**config.mk**
```make
export PLATFORM = sky130hd
export DESIGN_NAME = usw_top
export DESIGN_NICKNAME = d
export VERILOG_FILES = /design/src/shared/usw_pkg.sv /design/src/hdl/usw_top.sv /design/src/hdl/usw_baud.sv /design/src/hdl/usw_rx_filter.sv
export VERILOG_INCLUDE_DIRS = /design/src /design/src/shared
export SDC_FILE = /design/constraint.sdc
export NUM_CORES = 1
export LEC_CHECK = 0
export BUFFER_PORTS_ARGS = -buffer_cell sky130_fd_sc_hd__buf_2
export CAP_MARGIN = 30
export CORE_MARGIN = 2
export CORE_UTILIZATION = 51
export CTS_BUF_LIST = sky130_fd_sc_hd__clkbuf_8
export DETAILED_ROUTE_END_ITERATION = 16
export PLACE_DENSITY = 0.85
export SLEW_MARGIN = 20
export SYNTH_ARGS = -nofsm -noshare
export SYNTH_HDL_FRONTEND = slang
export SYNTH_SLANG_ARGS = --single-unit
```
**constraint.sdc**
```tcl
create_clock -name pclk -period 2.9 [get_ports pclk]
set_clock_uncertainty 0.2 [all_clocks]
set_input_delay 0.87 -clock pclk [delete_from_list [all_inputs] [get_ports pclk]]
set_output_delay 0.87 -clock pclk [all_outputs]
set_load 0.005 [all_outputs]
```
**src/shared/usw_regs.svh**
```systemverilog
// register offsets, bit positions, reset values and timing counts of the serial port
`ifndef USW_REGS_SVH
`define USW_REGS_SVH

`define USW_ADDR_FRAME 8'h00
`define USW_ADDR_DIR 8'h04
`define USW_ADDR_SWIRE 8'h08
`define USW_ADDR_DATA 8'h0C
`define USW_ADDR_BAUD 8'h10
`define USW_ADDR_STATUS 8'h14
`define USW_ADDR_MODSEL 8'h18

`define USW_FC_MASTER 7
`define USW_FC_NINE 6
`define USW_FC_PAR_EN 5
`define USW_FC_PAR_ODD 4
`define USW_FC_TWO_STOP 3
`define USW_FC_BREAK 2
`define USW_FC_RX9 1
`define USW_FC_TX9 0

`define USW_DC_TX_EN 7
`define USW_DC_RX_EN 6
`define USW_DC_BAUD_HI 5
`define USW_DC_ADDR_EN 4

`define USW_SW_ENABLE 0
`define USW_MS_ASYNC 0

`define USW_ST_PERR 7
`define USW_ST_NOISE 6
`define USW_ST_FERR 5
`define USW_ST_OVR 4
`define USW_ST_RX_IDLE 3
`define USW_ST_RX_AVAIL 2
`define USW_ST_TX_IDLE 1
`define USW_ST_TX_EMPTY 0

`define USW_RST_BYTE 8'h00
`define USW_RST_LOW4 4'h0
`define USW_RST_DATA 9'h000
`define USW_RST_CNT 4'h0
`define USW_PH_LAST 4'hF
`define USW_PH_MID 4'h7
`define USW_PH_ONE 4'h1
`define USW_BITS_EIGHT 4'h8
`define USW_BITS_NINE 4'h9
`define USW_BREAK_BITS 4'hD
`define USW_STOP_ONE 4'h1
`define USW_STOP_TWO 4'h2
`define USW_LOW_PRESCALE 2'h3
`define USW_PRE_RST 2'h0
`define USW_PRE_ONE 2'h1
`define USW_TIMER_ONE 8'h01

`endif

```
**src/shared/usw_pkg.sv**
```systemverilog
// state types of the serial port
package usw_pkg;
  typedef enum logic [2:0] {TX_IDLE, TX_DATA, TX_STOP, TX_BREAK} usw_tx_state_type;
  typedef enum logic [1:0] {RX_IDLE, RX_START, RX_BITS, RX_STOP} usw_rx_state_type;
endpackage : usw_pkg

```
**src/hdl/usw_top.sv**
```systemverilog
// serial port core: apb registers, pin routing, transmitter and receiver
// What this block does
// - single-wire off: shared pin only receives; on: enables pick direction
// - single-wire with both enables high: shared pin only receives
// - single-wire control holds bit 0 only, reset 0, upper bits read zero
// - one data register: write sends, read gives received byte
// - bit rate is clock over 64(N+1), or 16(N+1) at high speed
// - free-running 8-bit baud timer, divisor 0 to 255
// - frames are start, 8 or 9 data bits, one or two stop bits
// - even, odd or no parity from enable and type bits
// - reset format is 8 data bits, no parity, one stop bit
// - data bits go least significant first both ways
// - transmitter and receiver share one format and one baud setting
// - pins serve the port only with module select and enables set
// - transmit line idles high
// - master enable low releases both serial pins
// - disabling empties the data buffers
// - disable clears enables, break, rx flags; sets idle and empty flags
// - disable keeps direction, single-wire and module select bits and the divisor; frame bits take the written value
// - disable aborts frames at once; re-enable keeps configuration
// - with address detect, top data bit marks address or data
// - two-stop choice is transmit only; receiver checks one stop bit
// - parity or address bit takes the top data position
// - word length bit picks 8 or 9 data bits
// - ninth bit received into read-only bit, sent from write-only bit
// - break holds line low at least 13 bits until request clears
// - receive recovery runs at sixteen times the bit rate
`timescale 1ns/100ps
`include "usw_regs.svh"
module usw_top (
  input wire logic pclk,
  input wire logic presetn,
  input wire logic ce,
  input wire logic psel,
  input wire logic penable,
  input wire logic pwrite,
  input wire logic [7:0] paddr,
  input wire logic [31:0] pwdata,
  output logic [31:0] prdata,
  output logic pready,
  output logic pslverr,
  output logic transmit_pin_out,
  output logic transmit_pin_oe,
  input wire logic shared_serial_pin_in,
  output logic shared_serial_pin_out,
  output logic shared_serial_pin_oe
);
  logic master_en_r, nine_r, par_en_r, par_odd_r, two_stop_r, brk_r, tx9_r, rx9_r;
  logic tx_en_r, rx_en_r, baud_hi_r, addr_en_r, swm_r, async_sel_r;
  logic [3:0] dir_low_r;
  logic [7:0] divisor_r;
  logic [7:0] tx_buf_r;
  logic tx_full_r, tx_idle_r;
  logic [7:0] rx_buf_r;
  logic rx_avail_r, ovr_r, ferr_r, perr_r, nf_r;
  logic [31:0] prdata_r;
  logic pslverr_r;
  usw_pkg::usw_tx_state_type tx_st_r;
  usw_pkg::usw_rx_state_type rx_st_r;
  logic [3:0] tx_cnt_r, tx_ph_r, rx_cnt_r, rx_ph_r;
  logic [8:0] tx_sh_r, rx_sh_r;
  logic tx_line_r, rx_noise_r;
  logic tick16, rx_level, rx_noisy, tx_tick, rx_mid, rx_done, rx_keep;
  logic wr, rd, setup, disable_evt, data_wr, data_rd, port_on, tx_run, rx_run;
  logic tx_on_shared, tx_on_own, rx_route, rx_pin;
  logic [3:0] last_bit, nstop;
  logic tx_bit;

  function automatic logic is_mapped(input logic [7:0] a);
    is_mapped = (a == `USW_ADDR_FRAME) || (a == `USW_ADDR_DIR) || (a == `USW_ADDR_SWIRE) ||
                (a == `USW_ADDR_DATA) || (a == `USW_ADDR_BAUD) || (a == `USW_ADDR_STATUS) ||
                (a == `USW_ADDR_MODSEL);
  endfunction : is_mapped

  // parity over the n low bits, odd type inverts
  function automatic logic parity_of(input logic [8:0] d, input logic [3:0] n, input logic odd);
    logic p;
    p = odd;
    for (int i = 0; i < 9; i++) begin
      if (4'(i) < n) begin
        p = p ^ d[i];
      end
    end
    parity_of = p;
  endfunction : parity_of

  // apb: zero wait states, frozen with the clock enable
  assign pready = ce;
  assign setup = ce && psel && !penable;
  assign wr = ce && psel && penable && pwrite;
  assign rd = ce && psel && penable && !pwrite;
  assign data_wr = wr && (paddr == `USW_ADDR_DATA);
  assign data_rd = rd && (paddr == `USW_ADDR_DATA);
  assign disable_evt = wr && (paddr == `USW_ADDR_FRAME) && !pwdata[`USW_FC_MASTER] && master_en_r;
  assign prdata = prdata_r;
  assign pslverr = pslverr_r;

  // one format for both directions; parity or address bit sits in the top slot
  assign last_bit = (nine_r ? `USW_BITS_NINE : `USW_BITS_EIGHT) - `USW_PH_ONE;
  assign nstop = two_stop_r ? `USW_STOP_TWO : `USW_STOP_ONE;

  // pin routing
  assign port_on = async_sel_r && master_en_r;
  assign tx_on_shared = port_on && swm_r && tx_en_r && !rx_en_r;
  assign tx_on_own = port_on && tx_en_r && !swm_r;
  assign rx_route = port_on && rx_en_r;
  assign transmit_pin_oe = tx_on_own;
  assign transmit_pin_out = tx_line_r;
  assign shared_serial_pin_oe = tx_on_shared;
  assign shared_serial_pin_out = tx_line_r;
  // an unrouted receiver sees an idle line
  assign rx_pin = rx_route ? shared_serial_pin_in : 1'b1;
  assign tx_run = master_en_r && tx_en_r && (tx_on_own || tx_on_shared);
  assign rx_run = rx_route && !tx_on_shared;

  usw_baud u_baud (
    .pclk(pclk),
    .presetn(presetn),
    .ce(ce),
    .divisor(divisor_r),
    .high_speed(baud_hi_r),
    .tick16(tick16)
  );

  usw_rx_filter u_filter (
    .pclk(pclk),
    .presetn(presetn),
    .ce(ce),
    .pin_in(rx_pin),
    .tick16(tick16),
    .level(rx_level),
    .noisy(rx_noisy)
  );

  // frame control
  always_ff @(posedge pclk or negedge presetn) begin
    if (!presetn) begin
      master_en_r <= 1'b0;
      nine_r <= 1'b0;
      par_en_r <= 1'b0;
      par_odd_r <= 1'b0;
      two_stop_r <= 1'b0;
      brk_r <= 1'b0;
      tx9_r <= 1'b0;
    end else if (wr && paddr == `USW_ADDR_FRAME) begin
      master_en_r <= pwdata[`USW_FC_MASTER];
      nine_r <= pwdata[`USW_FC_NINE];
      par_en_r <= pwdata[`USW_FC_PAR_EN];
      par_odd_r <= pwdata[`USW_FC_PAR_ODD];
      two_stop_r <= pwdata[`USW_FC_TWO_STOP];
      brk_r <= pwdata[`USW_FC_BREAK] && !disable_evt;
      tx9_r <= pwdata[`USW_FC_TX9];
    end
  end

  // direction control; other bits survive a disable
  always_ff @(posedge pclk or negedge presetn) begin
    if (!presetn) begin
      tx_en_r <= 1'b0;
      rx_en_r <= 1'b0;
      baud_hi_r <= 1'b0;
      addr_en_r <= 1'b0;
      dir_low_r <= `USW_RST_LOW4;
    end else if (ce) begin
      if (wr && paddr == `USW_ADDR_DIR) begin
        tx_en_r <= pwdata[`USW_DC_TX_EN];
        rx_en_r <= pwdata[`USW_DC_RX_EN];
        baud_hi_r <= pwdata[`USW_DC_BAUD_HI];
        addr_en_r <= pwdata[`USW_DC_ADDR_EN];
        dir_low_r <= pwdata[3:0];
      end else if (disable_evt) begin
        tx_en_r <= 1'b0;
        rx_en_r <= 1'b0;
      end
    end
  end

  // single-wire, module select and divisor
  always_ff @(posedge pclk or negedge presetn) begin
    if (!presetn) begin
      swm_r <= 1'b0;
      async_sel_r <= 1'b0;
      divisor_r <= `USW_RST_BYTE;
    end else begin
      if (wr && paddr == `USW_ADDR_SWIRE) begin
        swm_r <= pwdata[`USW_SW_ENABLE];
      end
      if (wr && paddr == `USW_ADDR_MODSEL) begin
        async_sel_r <= pwdata[`USW_MS_ASYNC];
      end
      if (wr && paddr == `USW_ADDR_BAUD) begin
        divisor_r <= pwdata[7:0];
      end
    end
  end

  // read data captured in the setup cycle, answered in the access cycle
  always_ff @(posedge pclk or negedge presetn) begin
    if (!presetn) begin
      prdata_r <= 32'h0000_0000;
      pslverr_r <= 1'b0;
    end else if (setup) begin
      pslverr_r <= !is_mapped(paddr);
      prdata_r <= 32'h0000_0000;
      if (paddr == `USW_ADDR_FRAME) begin
        prdata_r[7:0] <= {master_en_r, nine_r, par_en_r, par_odd_r, two_stop_r, brk_r, rx9_r, 1'b0};
      end else if (paddr == `USW_ADDR_DIR) begin
        prdata_r[7:0] <= {tx_en_r, rx_en_r, baud_hi_r, addr_en_r, dir_low_r};
      end else if (paddr == `USW_ADDR_SWIRE) begin
        prdata_r[`USW_SW_ENABLE] <= swm_r;
      end else if (paddr == `USW_ADDR_DATA) begin
        prdata_r[7:0] <= rx_buf_r;
      end else if (paddr == `USW_ADDR_BAUD) begin
        prdata_r[7:0] <= divisor_r;
      end else if (paddr == `USW_ADDR_STATUS) begin
        prdata_r[7:0] <= {perr_r, nf_r, ferr_r, ovr_r, rx_st_r == usw_pkg::RX_IDLE, rx_avail_r, tx_idle_r, !tx_full_r};
      end else if (paddr == `USW_ADDR_MODSEL) begin
        prdata_r[`USW_MS_ASYNC] <= async_sel_r;
      end
    end
  end

  // transmit buffer: writes while full are dropped
  always_ff @(posedge pclk or negedge presetn) begin
    if (!presetn) begin
      tx_buf_r <= `USW_RST_BYTE;
      tx_full_r <= 1'b0;
    end else if (ce) begin
      if (!master_en_r || disable_evt) begin
        tx_full_r <= 1'b0;
      end else if (data_wr && !tx_full_r) begin
        tx_buf_r <= pwdata[7:0];
        tx_full_r <= 1'b1;
      end else if (tx_tick && tx_full_r && (tx_st_r == usw_pkg::TX_IDLE ||
                   (tx_st_r == usw_pkg::TX_STOP && tx_cnt_r == nstop))) begin
        tx_full_r <= 1'b0;
      end
    end
  end

  // transmit idle: frame end sets, data write clears, set wins
  always_ff @(posedge pclk or negedge presetn) begin
    if (!presetn) begin
      tx_idle_r <= 1'b1;
    end else if (ce) begin
      if (!master_en_r || disable_evt) begin
        tx_idle_r <= 1'b1;
      end else if (tx_tick && tx_st_r == usw_pkg::TX_STOP && tx_cnt_r == nstop) begin
        tx_idle_r <= 1'b1;
      end else if (data_wr) begin
        tx_idle_r <= 1'b0;
      end
    end
  end

  // transmitter bit phase, one bit every sixteen oversampling ticks
  always_ff @(posedge pclk or negedge presetn) begin
    if (!presetn) begin
      tx_ph_r <= `USW_RST_CNT;
    end else if (tick16) begin
      tx_ph_r <= tx_ph_r + `USW_PH_ONE;
    end
  end
  assign tx_tick = tick16 && (tx_ph_r == `USW_PH_LAST);
  assign tx_bit = (par_en_r && tx_cnt_r == last_bit) ? parity_of(tx_sh_r, last_bit, par_odd_r)
                                                     : tx_sh_r[tx_cnt_r];

  // transmitter: each tick puts the next bit on the line
  always_ff @(posedge pclk or negedge presetn) begin
    if (!presetn) begin
      tx_st_r <= usw_pkg::TX_IDLE;
      tx_line_r <= 1'b1;
      tx_cnt_r <= `USW_RST_CNT;
      tx_sh_r <= `USW_RST_DATA;
    end else if (ce) begin
      if (!tx_run) begin
        tx_st_r <= usw_pkg::TX_IDLE;
        tx_line_r <= 1'b1;
      end else if (tx_tick) begin
        case (tx_st_r)
          usw_pkg::TX_IDLE: begin
            tx_cnt_r <= `USW_RST_CNT;
            if (tx_full_r) begin
              tx_sh_r <= {tx9_r, tx_buf_r};
              tx_line_r <= 1'b0;
              tx_st_r <= usw_pkg::TX_DATA;
            end else if (brk_r && tx_idle_r) begin
              tx_line_r <= 1'b0;
              tx_st_r <= usw_pkg::TX_BREAK;
            end else begin
              tx_line_r <= 1'b1;
            end
          end
          usw_pkg::TX_DATA: begin
            tx_line_r <= tx_bit;
            if (tx_cnt_r == last_bit) begin
              tx_cnt_r <= `USW_RST_CNT;
              tx_st_r <= usw_pkg::TX_STOP;
            end else begin
              tx_cnt_r <= tx_cnt_r + `USW_PH_ONE;
            end
          end
          usw_pkg::TX_STOP: begin
            if (tx_cnt_r == nstop && tx_full_r) begin
              tx_sh_r <= {tx9_r, tx_buf_r};
              tx_line_r <= 1'b0;
              tx_cnt_r <= `USW_RST_CNT;
              tx_st_r <= usw_pkg::TX_DATA;
            end else if (tx_cnt_r == nstop) begin
              tx_line_r <= 1'b1;
              tx_st_r <= usw_pkg::TX_IDLE;
            end else begin
              tx_line_r <= 1'b1;
              tx_cnt_r <= tx_cnt_r + `USW_PH_ONE;
            end
          end
          usw_pkg::TX_BREAK: begin
            if (tx_cnt_r == `USW_BREAK_BITS && !brk_r) begin
              tx_line_r <= 1'b1;
              tx_cnt_r <= `USW_PH_ONE;
              tx_st_r <= usw_pkg::TX_STOP;
            end else if (tx_cnt_r == `USW_BREAK_BITS) begin
              tx_cnt_r <= `USW_PH_ONE;
            end else begin
              tx_line_r <= 1'b0;
              tx_cnt_r <= tx_cnt_r + `USW_PH_ONE;
            end
          end
          default: begin
            tx_st_r <= usw_pkg::TX_IDLE;
          end
        endcase
      end
    end
  end

  assign rx_mid = tick16 && (rx_ph_r == `USW_PH_MID);

  // receiver: start found on oversampling ticks, bits taken mid-cell
  always_ff @(posedge pclk or negedge presetn) begin
    if (!presetn) begin
      rx_st_r <= usw_pkg::RX_IDLE;
      rx_ph_r <= `USW_RST_CNT;
      rx_cnt_r <= `USW_RST_CNT;
      rx_noise_r <= 1'b0;
    end else if (ce) begin
      if (!rx_run) begin
        rx_st_r <= usw_pkg::RX_IDLE;
      end else if (tick16) begin
        rx_ph_r <= rx_ph_r + `USW_PH_ONE;
        case (rx_st_r)
          usw_pkg::RX_IDLE: begin
            if (!rx_level) begin
              rx_ph_r <= `USW_PH_ONE;
              rx_noise_r <= 1'b0;
              rx_st_r <= usw_pkg::RX_START;
            end
          end
          usw_pkg::RX_START: begin
            if (rx_mid) begin
              rx_cnt_r <= `USW_RST_CNT;
              rx_noise_r <= rx_noisy;
              rx_st_r <= rx_level ? usw_pkg::RX_IDLE : usw_pkg::RX_BITS;
            end
          end
          usw_pkg::RX_BITS: begin
            if (rx_mid) begin
              rx_noise_r <= rx_noise_r | rx_noisy;
              if (rx_cnt_r == last_bit) begin
                rx_st_r <= usw_pkg::RX_STOP;
              end else begin
                rx_cnt_r <= rx_cnt_r + `USW_PH_ONE;
              end
            end
          end
          usw_pkg::RX_STOP: begin
            if (rx_mid) begin
              rx_st_r <= usw_pkg::RX_IDLE;
            end
          end
          default: begin
            rx_st_r <= usw_pkg::RX_IDLE;
          end
        endcase
      end
    end
  end

  // receive shift cells, least significant bit arrives first
  for (genvar i = 0; i < 9; i++) begin : g_rx_cell
    always_ff @(posedge pclk or negedge presetn) begin
      if (!presetn) begin
        rx_sh_r[i] <= 1'b0;
      end else if (ce && rx_run && rx_st_r == usw_pkg::RX_BITS && rx_mid && rx_cnt_r == 4'(i)) begin
        rx_sh_r[i] <= rx_level;
      end
    end
  end

  assign rx_done = ce && rx_run && rx_st_r == usw_pkg::RX_STOP && rx_mid;
  // address detect drops frames whose top bit is low
  assign rx_keep = !addr_en_r || rx_sh_r[last_bit];

  // receive buffer and flags: a read clears them, a new frame wins
  always_ff @(posedge pclk or negedge presetn) begin
    if (!presetn) begin
      rx_buf_r <= `USW_RST_BYTE;
      rx9_r <= 1'b0;
      rx_avail_r <= 1'b0;
      ovr_r <= 1'b0;
      ferr_r <= 1'b0;
      perr_r <= 1'b0;
      nf_r <= 1'b0;
    end else if (ce) begin
      if (!master_en_r || disable_evt) begin
        rx_avail_r <= 1'b0;
        ovr_r <= 1'b0;
        ferr_r <= 1'b0;
        perr_r <= 1'b0;
        nf_r <= 1'b0;
      end else begin
        if (data_rd) begin
          rx_avail_r <= 1'b0;
          ovr_r <= 1'b0;
          ferr_r <= 1'b0;
          perr_r <= 1'b0;
          nf_r <= 1'b0;
        end
        if (rx_done && rx_keep && rx_avail_r && !data_rd) begin
          ovr_r <= 1'b1;
        end else if (rx_done && rx_keep) begin
          rx_buf_r <= rx_sh_r[7:0];
          rx9_r <= nine_r && rx_sh_r[8];
          rx_avail_r <= 1'b1;
          ferr_r <= !rx_level;
          perr_r <= par_en_r && (parity_of(rx_sh_r, last_bit, par_odd_r) != rx_sh_r[last_bit]);
          nf_r <= rx_noise_r;
        end
      end
    end
  end
endmodule : usw_top

```
**src/hdl/usw_baud.sv**
```systemverilog
// baud timer giving a tick at sixteen times the bit rate
`timescale 1ns/100ps
`include "usw_regs.svh"
module usw_baud (
  input wire logic pclk,
  input wire logic presetn,
  input wire logic ce,
  input wire logic [7:0] divisor,
  input wire logic high_speed,
  output logic tick16
);
  logic [7:0] timer_r;
  logic [1:0] pre_r;
  logic period_end;

  assign period_end = (timer_r == `USW_RST_BYTE);
  // low speed inserts a divide by four: 64 = 16 x 4
  assign tick16 = ce && period_end && (high_speed || pre_r == `USW_LOW_PRESCALE);

  // free running, reloads the live divisor each period
  always_ff @(posedge pclk or negedge presetn) begin
    if (!presetn) begin
      timer_r <= `USW_RST_BYTE;
    end else if (ce) begin
      if (period_end) begin
        timer_r <= divisor;
      end else begin
        timer_r <= timer_r - `USW_TIMER_ONE;
      end
    end
  end

  always_ff @(posedge pclk or negedge presetn) begin
    if (!presetn) begin
      pre_r <= `USW_PRE_RST;
    end else if (ce && period_end) begin
      pre_r <= high_speed ? `USW_PRE_RST : pre_r + `USW_PRE_ONE;
    end
  end
endmodule : usw_baud

```
**src/hdl/usw_rx_filter.sv**
```systemverilog
// pin synchroniser and three-sample majority filter for the receive line
`timescale 1ns/100ps
module usw_rx_filter (
  input wire logic pclk,
  input wire logic presetn,
  input wire logic ce,
  input wire logic pin_in,
  input wire logic tick16,
  output logic level,
  output logic noisy
);
  logic sync1_r;
  logic sync2_r;
  logic [2:0] hist_r;

  always_ff @(posedge pclk or negedge presetn) begin
    if (!presetn) begin
      sync1_r <= 1'b1;
      sync2_r <= 1'b1;
    end else if (ce) begin
      sync1_r <= pin_in;
      sync2_r <= sync1_r;
    end
  end

  // samples taken at the oversampling rate
  always_ff @(posedge pclk or negedge presetn) begin
    if (!presetn) begin
      hist_r <= 3'h7;
    end else if (tick16) begin
      hist_r <= {hist_r[1:0], sync2_r};
    end
  end

  assign level = (hist_r[0] & hist_r[1]) | (hist_r[1] & hist_r[2]) | (hist_r[0] & hist_r[2]);
  assign noisy = !((hist_r == 3'h7) || (hist_r == 3'h0));
endmodule : usw_rx_filter

```
After elaboration in Yosys (flattened, before gate mapping)
Index checks and enable logic that the tools add are counted.
{ "totals": {"out_inout_bits": 38, "inputBits": 47, "register_bits": 114, "wordCells": 403} }
{ "op_classes": {"n_eq_ne": 49, "mux": 146, "n_reduce_logical": 114, "n_bitwise": 26, "n_lt_le_gt_ge": 11, "addsub": 7} }
{ "op_table": {"columns": ["op", "n"], "rows": [
  ["two-way mux 1 bit", 100],
  ["logical AND 1 bit", 58],
  ["two-way mux 4 bit", 10],
  ["two-way mux 8 bit", 5],
  ["== test 8 x 5 -> 1 bit (second input constant)", 3],
  ["two-way mux 3 bit", 8],
  ["!= test 3 bit (second input constant)", 7],
  ["AND reduction 7 bit", 3],
  ["== test 4 x 3 -> 1 bit (second input constant)", 5],
  ["two-way mux 2 bit", 10],
  ["two-way mux 9 bit", 2],
  ["case mux 9 bit (2 select lines)", 1],
  ["bitwise XOR 1 bit", 18],
  ["adder 4 x 1 -> 4 bit (second input constant)", 4],
  ["== test 8 x 4 -> 1 bit (second input constant)", 2],
  ["zero test 8 bit", 2],
  ["< comparator 3 x 4 -> 1 bit (first input constant)", 4],
  ["case mux 4 bit (4 select lines)", 1],
  ["zero test 1 bit", 15],
  ["two-way mux 7 bit", 2],
  ["!= test 2 bit (second input constant)", 7],
  ["== test 4 bit (second input constant)", 3],
  ["logical OR 1 bit", 12],
  ["case mux 3 bit (4 select lines)", 1],
  ["43 further kinds", 70]
]} }

Logic depth before layout (Yosys ltp)
Gate-level depths: netlist (run 1).
{ "depth": {"ltp_word": 68, "ltp_mapped": 10, "mapped_depth_nobuf": 7} }

By module
A second synthesis (run 1) with hierarchy kept.
{ "unflattened": {"cells_unflattened": 612, "area_unflattened_um2": 6406.1} }
{ "by_module_without_submodules": {"columns": ["mod", "area_per_inst_um2", "seq_area_each_um2", "cells_per_inst", "n_inst"], "rows": [
  ["usw_top", 5530.3, 2454.9, 532, 1],
  ["usw_baud", 661.9, 250.2, 66, 1],
  ["usw_rx_filter", 214.0, 131.4, 14, 1]
]} }

Least setup slack after synthesis (run 1)
OpenSTA, ideal clock, no wires.
{ "synth_timing": {"path_type": "input -> register", "start": "input port ce", "end": "register tx_sh_r[0]", "slack_ns": -0.330, "setup_time_ns": 0.125, "t_arrival_ns": 2.905, "cell_stages": 8, "path_buffers": 3, "required_time_ns": 2.575, "cell_sequence": "or4b_1 buf_2 or4_4 buf_6 nor3_4 and3_1 buf_6 mux2_4"} }
{ "synth_between": {"elab_chain_len": 4} }
{ "synth_lines": {"columns": ["element", "line", "rtl"], "rows": [
  ["start: declaration", "usw_top.sv:33", "input wire logic ce,"],
  ["logical AND 1 bit (2 in a row)", "usw_baud.sv:18", "assign tick16 = ce && period_end && (high_speed || pre_r == `USW_LOW_PRESCALE);"],
  ["logical AND 1 bit", "usw_top.sv:264", "assign tx_tick = tick16 && (tx_ph_r == `USW_PH_LAST);"],
  ["AND reduction 6 bit (no line) *", null, null],
  ["end signal: assignment", "usw_top.sv:274", "tx_sh_r <= `USW_RST_DATA;"],
  ["end signal: assignment", "usw_top.sv:284", "tx_sh_r <= {tx9_r, tx_buf_r};"],
  ["end signal: assignment", "usw_top.sv:305", "tx_sh_r <= {tx9_r, tx_buf_r};"],
  ["end: declaration", "usw_top.sv:61", "logic [8:0] tx_sh_r, rx_sh_r;"]
]} }
Mark *: on every way between the ends. The rest lies on a longest branch, timed or not.
A chain may end at the register's enable or synchronous reset.

Worst setup path in the final report (run 1)
{ "layout_timing": {"start": "register u_baud.timer_r[1]", "end": "register tx_sh_r[4]"} }
{ "layout_between": {"elab_chain_len": 5} }
{ "layout_lines": {"columns": ["element", "line", "rtl"], "rows": [
  ["start: declaration", "usw_baud.sv:12", "logic [7:0] timer_r;"],
  ["start signal: assignment", "usw_baud.sv:23", "timer_r <= `USW_RST_BYTE;"],
  ["start signal: assignment", "usw_baud.sv:26", "timer_r <= divisor;"],
  ["start signal: assignment", "usw_baud.sv:28", "timer_r <= timer_r - `USW_TIMER_ONE;"],
  ["zero test 8 bit (no line)", null, null],
  ["logical AND 1 bit (2 in a row)", "usw_baud.sv:18", null],
  ["logical AND 1 bit", "usw_top.sv:264", null],
  ["AND reduction 6 bit (no line)", null, null]
]} }
Every way passes these cells.

==> flow_metrics.py, run 1 <==
metrics = {
    "outcome": {
        "outcome": "finished, final reports clean",
    },
    "power_and_ir_drop": {
        "p_total_mw": 3.96,
        "max-vdd-ir-drop_mv": 0.303,
        "power_density_mw_per_mm2": 526,
        "leakage_nw": 3.48,
    },
    "logic_synthesis": {
        "synth.avg_cell_area_um2": 10.2,
        "synth_area_leaders": "dfrtp_1, mux2_2, ha_1",
        "synth_top_area_share": 0.405,
        "yosys.area_share.xor_xnor": 0.0283,
        "ys_types": 74,
        "synth_edf_count": 0,
        "synth_area_mm2": 0.00655,
        "synthArstFlopShare": 1.00,
        "synth-compound-area-share": 0.142,
        "synthCells": 645,
        "synth_seq_cells": 113,
        "synth_top_family_by_area": "simple AND/OR/NAND/NOR gates",
        "synthSimpleGateAreaFrac": 0.160,
        "yosys.area.top_type": "dfrtp_1",
        "ys_warn_count": 0,
        "synth_seq_area_share": 0.433,
        "synth_adder_area_share": 0.0397,
        "synth-main-ff-cell": "dfrtp_1",
        "muxShareOfSynthArea": 0.131,
    },
    "clock_network": {
        "cts_hold_buffers": 0,
        "path_clk_slew_ps": 70,
        "cts-htree-levels": 4,
        "cts_root_buf": "clkbuf_8",
        "clock_path_buffers": 2,
        "cts.sink_count": 113,
        "numCtsBuffers": 17,
        "postCtsSetupRepairBufs": 0,
        "cts_tree": "done",
        "clk_latency_ps": 450,
    },
    "timing": {
        "worst_pin_slew_ps": 648,
        "min_period_over_period": 0.970,
        "maxSlewViolCount": 0,
        "maxClockFrequency_mhz": 355,
        "timing.slew.headroom": 0.563,
        "whs_ps": 89.6,
        "setup_viol": 0,
        "min_period_ps": 2810,
        "final_hold_viol_count": 0,
        "grt_setup_unrepaired": "false",
    },
    "critical_path": {
        "cp_top_family": "simple AND/OR/NAND/NOR gates",
        "critPathBufInv": 2,
        "critPathCaptureType": "flop",
        "r2r_end": "tx_sh_r[4]",
        "regToRegSetupSlack_ps": 90,
        "cp_slowest_cell": "or3b_2",
        "crit_chain": "inv_1 -> ha_2 -> or3b_2 -> or4_4 -> nor3_4 -> and3_4 -> buf_12 -> mux2_4",
        "critical_path_class": "flop to flop",
        "rr_startpoint": "u_baud.timer_r[1]",
        "reg2reg_depth": 8,
        "crit_arrival_ps": 2950,
        "worst_ep_required_time_ps": 3030,
        "crit_fanout": 9,
        "start_kind": "flop",
        "max_stage_delay_ps": 460,
    },
    "global_routing": {
        "grt_pass1_vias": 5355,
        "grt_max_degree": 66,
        "grt_pass1_wl_um": 27200,
        "gr-total-overflow": 0,
        "track_usage": 0.250,
        "antenna_found_initial": 0,
    },
    "die": {
        "rows": 41,
        "core_mm2": 0.0126,
        "dieArea_mm2": 0.0138,
        "die_x_um": 117,
        "pin_count": 85,
        "die_h_um": 117,
        "initial_core_util": 0.521,
    },
    "cells_and_area": {
        "final_common_cell": "dfrtp_1",
        "num-fill-cells": 1013,
        "area_delta_synth_final_pct": 15.0,
        "final_nets": 776,
        "antenna_cells": 0,
        "drive_gt1_frac": 0.266,
        "regArea_mm2": 0.00284,
        "final_cell_mix": "dfrtp_1, nand2_1, mux2_2, buf_4, o21ai_0",
        "multi_input_area_mm2": 0.00340,
        "final_area_mm2": 0.00753,
    },
    "route": {
        "drt_iter0_markers": 368,
        "drc": 0,
        "topRoutingLayerUsed": "met4",
        "routedWlPerCell_um": 18.6,
        "ant_nets": 0,
        "route.met2.wl_um": 8390,
        "wl_met3_um": 966,
        "vias_per_cell": 5.95,
        "drt_pass1_iterations": 7,
        "met1_length_um": 6790,
        "drt-total-wl_um": 16700,
        "via_count": 5318,
    },
    "place": {
        "place_area_mm2": 0.00706,
        "gp_congestion": 0.953,
        "io_buffers": 36,
        "dp_hpwl_um": 12200,
    },
    "min_path": {
        "worstHoldPathType": "input pin to async pin",
    },
    "run": {
        "cap_violations": 0,
    },
}
==> Yosys cell counts, types with 13 or more instances <==
library cell	count
nor3_1	13
nor2_1	36
mux2_2	48
nand3_1	19
mux2i_1	14
inv_1	27
xnor2_1	14
o21ai_0	40
ha_1	20
nand2_1	57
dfrtp_1	106
clkbuf_1	25
buf_4	26
a21oi_1	14
==> power breakdown <==
part | total [mW] | internal (mW) | switching (mW)
Clock | 1.73 | 1.04 | 0.691
Sequential | 1.79 | 1.67 | 0.117
Combinational | 0.442 | 0.184 | 0.258
==> kinds of logic after synthesis <==
group / after synthesis
fa+ha+maj: 21
buf+inv: 83
other cells: 1
compound gates: 137
xor+xnor: 18
simple gates: 199
flops: 113
mux: 73
==> sequential cells by signal, indices dropped and copies added (netlist names), 2 cells and up <==
| register | flops |
|---|---|
| rx_sh_r | 9 |
| tx_sh_r | 9 |
| divisor_r | 8 |
| prdata | 8 |
| rx_buf_r | 8 |
| tx_buf_r | 8 |
| u_baud.timer_r | 8 |
| dir_low_r | 4 |
| rx_cnt_r | 4 |
| rx_ph_r | 4 |
| tx_cnt_r | 4 |
| tx_ph_r | 4 |
| u_filter.hist_r | 3 |
| rx_st_r | 2 |
| tx_st_r | 2 |
| u_baud.pre_r | 2 |
==> stage by stage <==
| stage | util | setup slack [ps] | instances | setup TNS, ps |
|---|---|---|---|---|
| 2_1_floorplan | - | -289 | 668 | -2640 |
| 5_1_grt | 0.599 | 6.10 | 894 | 0 |
| 3_5_place_dp | 0.562 | -283 | 862 | -7580 |
| 4_1_cts | 0.598 | 25.0 | 894 | 0 |
| 6_report | 0.599 | 85.6 | 894 | 0 |
| 3_3_place_gp | 0.562 | -247 | 862 | -5110 |
==> worst reg2reg max path: stages (launching register included) <==
cell and delay, ps:
dfrtp_1 380, inv_1 110, ha_2 230, or3b_2 460
or4_4 450, nor3_4 200, and3_4 220, buf_12 140
mux2_4 310
==> worst max path at each step <==
stage	from	endpoint	slack, ps	cells past startpoint
after floorplan	ce	tx_sh_r[0]	-290	8
after global placement	ce	tx_sh_r[0]	-250	7
after detailed placement	ce	rx_sh_r[1]	-280	7
after CTS	u_baud.timer_r[0]	tx_sh_r[4]	30	8
after global routing	u_baud.timer_r[0]	tx_sh_r[4]	6	8
final	u_baud.timer_r[1]	tx_sh_r[4]	90	8
==> per-layer routing <==
metal  up-vias  GRT usage
met5         -          0
met4         0      0.112
li1       2428          -
met2       235      0.430
met3        46     0.0550
met1      2609      0.301
==> area by class of cell <==
cell class	count	area share
Timing Repair Buffer	78	0.0694
Clock inverter	14	0.0282
Sequential cell	113	0.377
Inverter	27	0.0135
Tap cell	172	0.0286
Clock buffer	18	0.0329
Multi-Input combinational cell	472	0.451
==> repair_timing <==
action | CTS | global route
resized for setup | 1 | 5
setup endpoints to repair | 1 | 14
cloned | 0 | 0
endpoints found under the hold margin | 0 | 0
No activity file was read; power rests on OpenSTA's default activity.
==> inputs of run 2 (changes only) <==
--- a/config.mk
+++ b/config.mk
@@ -16,4 +16,5 @@
 export SLEW_MARGIN = 20
 export SYNTH_ARGS = -nofsm -noshare
 export SYNTH_HDL_FRONTEND = slang
+export SYNTH_HIERARCHICAL = 1
 export SYNTH_SLANG_ARGS = --single-unit
==> run 2 against run 1 <==
Compared with the run above: the run now ends with negative setup slack left; worst setup slack lost 150 ps; routed wire length shrank 0.47%; clock-buffer cell count grew 4; final cell count shrank 0.56%; power is essentially flat; critical path depth grew 3; utilization grew 3.5 points; global-route usage grew 1.0 points; via count shrank 0.79%; first-iteration DRC count grew 27%; sequential power shrank 4%; critical path type unchanged; highest routed layer unchanged.
==> flow_metrics.py, run 2 <==
metrics = {
    "power_and_ir_drop": {
        "max-vdd-ir-drop_mv": 0.373,
        "leakage_nw": 3.61,
        "power_density_mw_per_mm2": 515,
        "p_total_mw": 3.96,
    },
    "cells_and_area": {
        "drive_gt1_frac": 0.333,
        "area_delta_synth_final_pct": 20.0,
        "finalNonFillerCells": 889,
        "largestRegisters": "rx_sh_r: 9 flops, tx_sh_r: 9 flops",
        "antenna_cells": 0,
        "final_nets": 775,
        "num-fill-cells": 926,
        "final_common_cell": "dfrtp_1",
        "regArea_mm2": 0.00284,
        "final_cell_mix": "dfrtp_1, buf_4, mux2_2, nand2_1, buf_2",
        "multi_input_area_mm2": 0.00342,
        "finalCoreUtilization": 0.635,
    },
    "logic_synthesis": {
        "synthArstFlopShare": 1.00,
        "synth_common_cells": "dfrtp_1, mux2_2, nand2_1",
        "yosysMostFrequentCell": "dfrtp_1",
        "synth_top_family_by_area": "simple AND/OR/NAND/NOR gates",
        "synth-compound-area-share": 0.134,
        "ys_warn_count": 6,
        "synthCells": 612,
        "synth_seq_cells": 113,
        "synthSimpleGateAreaFrac": 0.155,
        "synth.avg_cell_area_um2": 10.5,
        "yosys.area_share.xor_xnor": 0.0281,
        "synth_top_area_share": 0.414,
        "ys_types": 75,
        "synth_adder_area_share": 0.0408,
        "synth_area_leaders": "dfrtp_1, mux2_2, ha_1",
        "synth_edf_count": 0,
        "synth_seq_area_share": 0.443,
        "yosys.area.top_type": "dfrtp_1",
        "synth_area_mm2": 0.00641,
        "synth-main-ff-cell": "dfrtp_1",
        "muxShareOfSynthArea": 0.140,
    },
    "die": {
        "core_mm2": 0.0121,
        "die_h_um": 116,
        "die_x_um": 116,
        "initial_core_util": 0.529,
        "rows": 40,
        "pin_count": 85,
        "dieArea_mm2": 0.0135,
    },
    "global_routing": {
        "grt_pass1_vias": 5345,
        "track_usage": 0.260,
        "antenna_found_initial": 0,
        "grt_pass1_wl_um": 26800,
        "gr-total-overflow": 0,
        "grt_max_degree": 38,
    },
    "timing": {
        "maxClockFrequency_mhz": 337,
        "final_hold_viol_count": 0,
        "min_period_ps": 2970,
        "maxSlewViolCount": 0,
        "layout_setup_ws_ps": -67.9,
        "setup_tns_ps": -459,
        "timing.slew.headroom": 0.620,
        "worst_pin_slew_ps": 565,
        "setup_viol": 11,
        "grt_setup_unrepaired": "true",
        "min_period_over_period": 1.02,
    },
    "route": {
        "drt_iter0_markers": 469,
        "ant_nets": 0,
        "routedWlPerCell_um": 18.7,
        "drt-total-wl_um": 16600,
        "via_count": 5276,
        "drc": 0,
        "vias_per_cell": 5.93,
        "drt_pass1_iterations": 5,
    },
    "critical_path": {
        "crit_chain": "inv_2 -> ha_4 -> nor3b_4 -> and3_4 -> o21a_1 -> nand4b_1 -> a2111oi_4 -> buf_4 -> o31ai_4 -> a21o_4 -> mux2_4",
        "rr_startpoint": "u_baud/timer_r[1]",
        "cp_top_family": "compound AO/OA/AOI/OAI gates",
        "critPathBufInv": 2,
        "cp_slowest_cell": "dfrtp_1",
        "crit_end": "rx_buf_r[7]",
        "reg2reg_depth": 11,
        "crit_arrival_ps": 3100,
        "regToRegSetupSlack_ps": -70,
        "max_stage_delay_ps": 390,
        "worst_ep_required_time_ps": 3030,
        "critPathCaptureType": "flop",
        "r2r_end": "rx_buf_r[7]",
        "cp_num_cells": 11,
        "crit_fanout": 6,
        "critPathLaunch": "u_baud/timer_r[1]",
        "start_kind": "flop",
        "critical_path_class": "flop to flop",
    },
    "clock_network": {
        "cts.sink_count": 113,
        "clk_latency_ps": 450,
        "cts_root_buf": "clkbuf_8",
        "numCtsBuffers": 17,
        "cts_hold_buffers": 0,
        "clock_path_buffers": 2,
        "cts_tree": "done",
        "path_clk_slew_ps": 70,
        "cts-htree-levels": 4,
    },
    "place": {
        "io_buffers": 36,
        "place_ws_ps": -598,
        "gp_congestion": 0.904,
        "dp_cells": 854,
        "dp_hpwl_um": 11800,
    },
    "min_path": {
        "worstHoldPathType": "input pin to async pin",
    },
    "run": {
        "cap_violations": 0,
    },
    "outcome": {
        "violations": "negative setup slack",
        "outcome": "finished, violations left",
    },
}
==> run 2: worst min path at each step <==
stage | startpoint | endpoint
2_1_floorplan | tx_ph_r[3] | tx_ph_r[3]
3_3_place_gp | tx_ph_r[3] | tx_ph_r[3]
3_5_place_dp | prdata[1] | prdata[1]
4_1_cts | presetn | tx_sh_r[2]
5_1_grt | presetn | tx_buf_r[4]
6_report | presetn | dir_low_r[2]
==> run 2: power by group <==
| part | switching (mW) | internal, mW | leakage [nW] | total, mW |
|---|---|---|---|---|
| Sequential | 0.0622 | 1.65 | 1.53 | 1.71 |
| Combinational | 0.334 | 0.308 | 1.87 | 0.642 |
| Clock | 0.651 | 0.956 | 0.218 | 1.61 |
==> run 2: cell type report <==
type / count / share of cell area
Clock buffer: 22 / 0.0394
Timing Repair Buffer: 101 / 0.0905
Inverter: 23 / 0.0112
Sequential cell: 113 / 0.369
Clock inverter: 10 / 0.0171
Tap cell: 168 / 0.0273
Multi-Input combinational cell: 452 / 0.445
==> run 2: kinds of logic after synthesis <==
kind of cell | Yosys count
AO/OA/AOI/OAI | 123
AND/OR/NAND/NOR | 187
flip-flops | 113
adder cells (fa/ha/maj) | 21
multiplexers | 77
XOR/XNOR | 19
other | 1
buffers and inverters | 71
==> run 2: per-layer routing <==
metal / GRT usage / routed length [µm]
met4: 0.113 / 535
met1: 0.322 / 6700
met3: 0.0539 / 1130
met2: 0.442 / 8230
met5: 0 / 0
==> run 2: per-stage QoR <==
| stage | instance area (µm²) | hold slack, ps |
|---|---|---|
| after global placement | 7130 | 252 |
| final | 7690 | 196 |
| after global routing | 7690 | 219 |
| after floorplan | 6540 | 239 |
| after CTS | 7600 | 192 |
| after detailed placement | 7130 | 270 |
==> run 2: what timing repair did <==
item,CTS,global route
gates cloned,1,0
pin swaps,1,7
gates resized for setup,5,16
setup endpoints to repair,13,37
setup buffers,0,2
